==> src/logic/csp_pkg.sv <==
// Package of constants and types for the clock strap and power-down control
// What this block does
// RQ1 - Decode latched straps into CPU frequency mode
// RQ2 - Sample straps only while power-good is high
// RQ3 - Afterwards power-good low means power down
// RQ4 - Spread spectrum follows the spread-enable input
// RQ5 - Strap pins become reference and fixed clocks
// RQ6 - Standby reference output toggles while standby power is high
// RQ7 - Management commands switch individual outputs off
// RQ8 - Latched selection holds until next qualification
package csp_pkg;

  localparam int          SEL_W        = 3;
  localparam int          OUT_N        = 4;
  localparam int          OUT_REF1     = 0;
  localparam int          OUT_REF2     = 1;
  localparam int          OUT_FIX      = 2;
  localparam int          OUT_CPU      = 3;
  localparam logic [2:0]  SEL_RESET    = 3'h0;
  localparam logic [3:0]  OFF_RESET    = 4'h0;
  localparam logic [2:0]  SEL_HIZ      = 3'h0;
  localparam logic [2:0]  SEL_XDIV6    = 3'h1;
  localparam logic [2:0]  SEL_180      = 3'h2;
  localparam logic [2:0]  SEL_220      = 3'h3;
  localparam logic [2:0]  SEL_100      = 3'h4;
  localparam logic [2:0]  SEL_133      = 3'h5;
  localparam logic [2:0]  SEL_RSVD     = 3'h6;
  localparam logic [2:0]  SEL_200      = 3'h7;
  // Crystal half periods in ns, rounded up to core_clk cycles, arbitrary model rates
  localparam int          REF_HALF_NS  = 30;
  localparam int          CLK_NS       = 10;
  localparam int          REF_HALF_CYC = (REF_HALF_NS + CLK_NS - 1) / CLK_NS;
  localparam int          FIX_HALF_NS  = 20;
  localparam int          FIX_HALF_CYC = (FIX_HALF_NS + CLK_NS - 1) / CLK_NS;
  localparam int          CNT_W        = 4;

  typedef enum logic [2:0] {
    CSP_CPU_HIZ, CSP_CPU_XDIV6, CSP_CPU_180, CSP_CPU_220,
    CSP_CPU_100, CSP_CPU_133, CSP_CPU_RSVD, CSP_CPU_200
  } csp_cpu_mode_t;

  typedef struct packed {
    logic [SEL_W-1:0] sel;
    logic             valid;
  } csp_strap_t;

  typedef struct packed {
    csp_cpu_mode_t    cpu_mode;
    logic             spread_on;
    logic             powered_down;
    logic             operating;
  } csp_status_t;

endpackage : csp_pkg

==> src/logic/csp_div.sv <==
// Toggle divider producing one clock from core_clk
`timescale 1ns/1ps
module csp_div
  import csp_pkg::*;
#(
  parameter int HALF = 2
) (
  input  wire logic core_clk,
  input  wire logic reset,
  input  wire logic clk_en,
  input  wire logic run,
  output logic      clk_out
);

  logic [CNT_W-1:0] cnt_q;
  logic [CNT_W-1:0] cnt_d;
  logic             tog_q;
  logic             tog_d;

  always_comb begin
    cnt_d = cnt_q;
    tog_d = tog_q;
    if (!run) begin
      cnt_d = '0;
      tog_d = 1'b0;
    end else if (cnt_q == CNT_W'(HALF - 1)) begin
      cnt_d = '0;
      tog_d = ~tog_q;
    end else begin
      cnt_d = cnt_q + 1'b1;
    end
  end

  always_ff @(posedge core_clk or posedge reset) begin
    if (reset) begin
      cnt_q <= '0;
      tog_q <= 1'b0;
    end else if (clk_en) begin
      cnt_q <= cnt_d;
      tog_q <= tog_d;
    end
  end

  assign clk_out = tog_q;

endmodule : csp_div

==> src/logic/csp_ctrl.sv <==
// Strap latch, power-down and output gating for the clock synthesizer
`timescale 1ns/1ps
module csp_ctrl
  import csp_pkg::*;
(
  input  wire logic           core_clk,
  input  wire logic           reset,
  input  wire logic           clk_en,
  input  wire logic           standby_power,
  input  wire logic           power_good_strobe,
  input  wire logic           spread_en,
  input  wire logic [OUT_N-1:0] mgmt_off,
  input  wire logic           freq_sel_bit0,
  input  wire logic           freq_sel_bit1,
  input  wire logic           freq_sel_bit2,
  output logic                strap0_or_fixed_clk_out,
  output logic                strap0_oe_n,
  output logic                strap1_or_ref_out,
  output logic                strap1_oe_n,
  output logic                strap2_or_ref_out,
  output logic                strap2_oe_n,
  output logic                standby_ref_out,
  output logic                cpu_clk_en,
  output logic                cpu_hiz,
  output csp_status_t         status
);

  csp_strap_t            strap_q;
  csp_strap_t            strap_d;
  logic [OUT_N-1:0]      off_q;
  logic [OUT_N-1:0]      off_d;
  logic                  pd_q;
  logic                  pd_d;
  logic                  spread_q;
  logic                  spread_d;
  logic                  ref_clk;
  logic                  fix_clk;
  logic [OUT_N-1:0]      out_on;
  csp_cpu_mode_t         mode;

  always_comb begin
    strap_d  = strap_q;
    off_d    = mgmt_off;                                           // RQ7
    spread_d = spread_en;                                          // RQ4
    pd_d     = strap_q.valid && !power_good_strobe;                // RQ3
    // Straps sampled once per qualification, then held
    if (!strap_q.valid && power_good_strobe) begin                 // RQ2
      strap_d.sel   = {freq_sel_bit2, freq_sel_bit1, freq_sel_bit0}; // RQ8
      strap_d.valid = 1'b1;
    end
  end

  always_ff @(posedge core_clk or posedge reset) begin
    if (reset) begin
      strap_q  <= '{sel: SEL_RESET, valid: 1'b0};
      off_q    <= OFF_RESET;
      pd_q     <= 1'b0;
      spread_q <= 1'b0;
    end else if (clk_en) begin
      strap_q  <= strap_d;
      off_q    <= off_d;
      pd_q     <= pd_d;
      spread_q <= spread_d;
    end
  end

  // Power-down held as a level; strap reused only after power-on reset
  always_comb begin
    case (strap_q.sel)                                             // RQ1
      SEL_HIZ:   mode = CSP_CPU_HIZ;
      SEL_XDIV6: mode = CSP_CPU_XDIV6;
      SEL_180:   mode = CSP_CPU_180;
      SEL_220:   mode = CSP_CPU_220;
      SEL_100:   mode = CSP_CPU_100;
      SEL_133:   mode = CSP_CPU_133;
      SEL_RSVD:  mode = CSP_CPU_RSVD;
      SEL_200:   mode = CSP_CPU_200;
      default:   mode = CSP_CPU_HIZ;
    endcase
  end

  genvar gi;
  generate
    for (gi = 0; gi < OUT_N; gi++) begin : g_on
      assign out_on[gi] = strap_q.valid && !pd_q && !off_q[gi];    // RQ7
    end
  endgenerate

  csp_div #(.HALF(REF_HALF_CYC)) u_ref (
    .core_clk (core_clk),
    .reset    (reset),
    .clk_en   (clk_en),
    .run      (standby_power),                                     // RQ6
    .clk_out  (ref_clk)
  );

  csp_div #(.HALF(FIX_HALF_CYC)) u_fix (
    .core_clk (core_clk),
    .reset    (reset),
    .clk_en   (clk_en),
    .run      (strap_q.valid),
    .clk_out  (fix_clk)
  );

  // Pins stay inputs until latched so straps are not overdriven
  assign strap1_oe_n             = !strap_q.valid;                 // RQ5
  assign strap2_oe_n             = !strap_q.valid;                 // RQ5
  assign strap0_oe_n             = !strap_q.valid;                 // RQ5
  assign strap1_or_ref_out       = ref_clk && out_on[OUT_REF1];    // RQ5
  assign strap2_or_ref_out       = ref_clk && out_on[OUT_REF2];    // RQ5
  assign strap0_or_fixed_clk_out = fix_clk && out_on[OUT_FIX];     // RQ5
  assign standby_ref_out         = ref_clk;                        // RQ6
  assign cpu_hiz                 = strap_q.valid && (mode == CSP_CPU_HIZ);
  assign cpu_clk_en              = out_on[OUT_CPU] && (mode != CSP_CPU_HIZ) && (mode != CSP_CPU_RSVD);
  assign status                  = '{cpu_mode: mode, spread_on: spread_q, powered_down: pd_q,
                                     operating: strap_q.valid};

endmodule : csp_ctrl

==> config.mk <==
export PLATFORM = sky130hd
export DESIGN_NAME = csp_ctrl
export DESIGN_NICKNAME = d
export VERILOG_FILES = /design/src/logic/csp_pkg.sv /design/src/logic/csp_div.sv /design/src/logic/csp_ctrl.sv
export SDC_FILE = /design/constraint.sdc
export NUM_CORES = 1
export LEC_CHECK = 0
export ABC_AREA = 1
export BUFFER_PORTS_ARGS = -buffer_cell sky130_fd_sc_hd__buf_2
export CAP_MARGIN = 15
export CORE_MARGIN = 2
export CORE_UTILIZATION = 30
export CTS_CLUSTER_DIAMETER = 80
export CTS_CLUSTER_SIZE = 16
export DETAILED_ROUTE_END_ITERATION = 8
export PLACE_DENSITY = 0.6
export SKIP_CTS_REPAIR_TIMING = 1
export SLEW_MARGIN = 20
export SYNTH_ARGS = -nofsm -noshare
export SYNTH_HDL_FRONTEND = slang
export SYNTH_SLANG_ARGS = --single-unit
==> constraint.sdc <==
create_clock -name core_clk -period 2.36 [get_ports core_clk]
set_input_delay 0.236 -clock core_clk [delete_from_list [all_inputs] [get_ports core_clk]]
set_output_delay 0.236 -clock core_clk [all_outputs]
set_load 0.05 [all_outputs]
==> results.json <==
{
  "outcome": "finished clean",
  "die_area_um2": 3910,
  "first_pass_iters": 4,
  "intPower_uw": 552,
  "die_w_um": 62.5,
  "dr.first_iter.drc_count": 4,
  "dpl.cell_count": 192,
  "grt.total_usage": 0.102,
  "ios": 28,
  "post-dp-hpwl_um": 1450,
  "final_core_util": 0.360,
  "cts_tree": "built",
  "maxSlewViolCount": 0,
  "fin_crit_sh": 0.673,
  "finalClockSkew_ps": 1.78,
  "worstSetupPathType": "reg -> out",
  "ys_warn_count": 0,
  "grt_max_degree": 21,
  "drt-total-wl_um": 1830,
  "die_y_um": 62.5,
  "layout-drive-gt1-share": 0.228,
  "slew_headroom": 0.494,
  "diodes": 0,
  "h-tree-depth": 1,
  "clkSinkCount": 20,
  "start_kind": "flop",
  "clockBufferDepth": 2,
  "via_per_inst": 4.27,
  "p_clk_frac": 0.179,
  "p_sw_frac": 0.361,
  "setup_viol": 0,
  "tightestPinTransition_ps": 758,
  "cp_max_fo": 6,
  "ant_nets": 0,
  "grt_antenna_before_repair": 0,
  "grt_pass1_wl_um": 3350,
  "ys_seq_area_frac": 0.487,
  "detail_route.wl_per_cell_um": 9.38,
  "reg2reg_slack_ps": 1170,
  "rows": 21,
  "critical_path.endpoint_type": "primary output",
  "io_buffers": 27,
  "cp.arrival_ps": 1350,
  "hold_viol_final": 0,
  "placed_area_um2": 1170,
  "grt_setup_unrepaired": "no",
  "grt_pass1_vias": 849,
  "ir_drop_uv": 273,
  "start_util": 0.310,
  "drc": 0,
  "hp-class": "in -> async",
  "syn-cell-area_um2": 1030,
  "clk_pin_slew_ps": 100,
  "synth_cells": 126,
  "worstPathRequired_ps": 2120,
  "clock_latency_ps": 290,
  "root_buffer": "clkbuf_4",
  "cap_violations": 0,
  "tns_ps": 0,
  "power.switching_uw": 312,
  "syn_nets": 143,
  "cts_made_buffers": 3,
  "synth.avg_cell_area_um2": 8.15,
  "p_leak_uw": 0.000659,
  "fmax_ghz": 0.630,
  "synth_cell_types": 19,
  "stdcell_area_um2": 1190,
  "gr-total-overflow": 0,
  "fin_nets": 168,
  "vias": 832,
  "area_growth_pct": 16.1,
  "routabilityCongestion": 0.707,
  "power_density_nw_per_um2": 725,
  "synth-seq-cells": 20,
  "core_um2": 3310,
  "final_cells": 195,
  "p_seq_frac": 0.521,
  "combPwrFrac": 0.300,
  "post-route-min-period_ps": 1590
}
## flip-flops by register name, summed over array words and instances (netlist names)
signal         cells
off_q              4
u_fix.cnt_q        4
u_ref.cnt_q        4
strap_q            3
pd_q               1
spread_q           1
status             1
u_fix.clk_out      1
u_ref.clk_out      1
## Yosys cell counts, drive strengths merged
library cell	number	area, um^2
nor2	9	33.8
buf	7	56.3
nand3	2	15.0
o22ai	2	12.5
nor3	5	25.0
nor4	1	6.26
o21ai	7	35.0
or2	1	6.26
ha	4	50.1
xnor2	2	17.5
nand4	1	6.26
mux2i	1	10.0
nand2	44	170
inv	18	67.6
dfrtp	20	500
o21bai	2	15.0
## metal layers
layer  track usage  vias up  part of all wire
met5             0        -                 0
li1              -      433                 -
met2         0.196       17              0.53
met1         0.121      382              0.43
met3        0.0108        0             0.037
met4        0.0250        0                 0
## cell usage in the layout (no fill, tap or decap), drive strengths merged
master  Yosys  final
nand2      44     44
buf         7     27
dfrtp      20     20
inv        18     18
nor2        9      9
o21ai       7      7
nor3        5      5
ha          4      4
clkbuf      0      3
xnor2       2      2
o22ai       2      2
o21bai      2      2
nand3       2      2
or2         1      1
mux2i       1      1
nor4        1      1
nand4       1      1
## worst max-delay path: stages (launching register included)
cell and delay [ps]:
dfrtp_1 420, inv_1 130, nor4_2 220, buf_2 300
## power groups by stage
stage	sequential (uW)	clock, uW	combinational (uW)
3_3_place_gp	455	0	256
4_1_cts	450	165	265
6_report	450	155	259
2_1_floorplan	461	0	202
3_5_place_dp	457	0	264
5_1_grt	460	173	299
## logic make-up (layout without fill, tap and decap cells)
family | after synthesis | in the layout | share of synthesized area
and+or+nand+nor | 63 | 63 | 0.256
buffers and inverters | 25 | 48 | 0.121
DFF | 20 | 20 | 0.487
AOI/OAI and AO/OA | 11 | 11 | 0.0609
adders and majority gates | 4 | 4 | 0.0487
xor gates and xnor gates | 2 | 2 | 0.0171
muxes | 1 | 1 | 0.00974
## cell type report
type                    count  area (um^2)
clock buffers               3         22.5
fillers                   390         2120
inverters                  18         67.6
multi-input cells          81          409
flip-flops and latches     20          500
well taps                  46         57.6
repair buffers             27          135
## path summary, 6_finish.rpt
| kind | from | end | depth (start not counted) |
|---|---|---|---|
| max | status[0] | cpu_hiz | 3 |
| min | reset | spread_q | 2 |
| max reg2reg | u_ref.cnt_q[0] | u_ref.cnt_q[1] | 4 |
| min reg2reg | spread_q | spread_q | 2 |
| max in group asynchronous | reset | off_q[2] | 2 |
| min in group core_clk | mgmt_off[1] | off_q[1] | 3 |
## through the flow
step,power (uW),hold WS [ps],setup slack [ps]
floorplan,663,200,231
global placement,711,398,1120
detailed placement,722,410,1090
CTS,880,76.6,734
global route,933,114,637
finish,865,62.1,772
(Power assumes the default switching activity.)
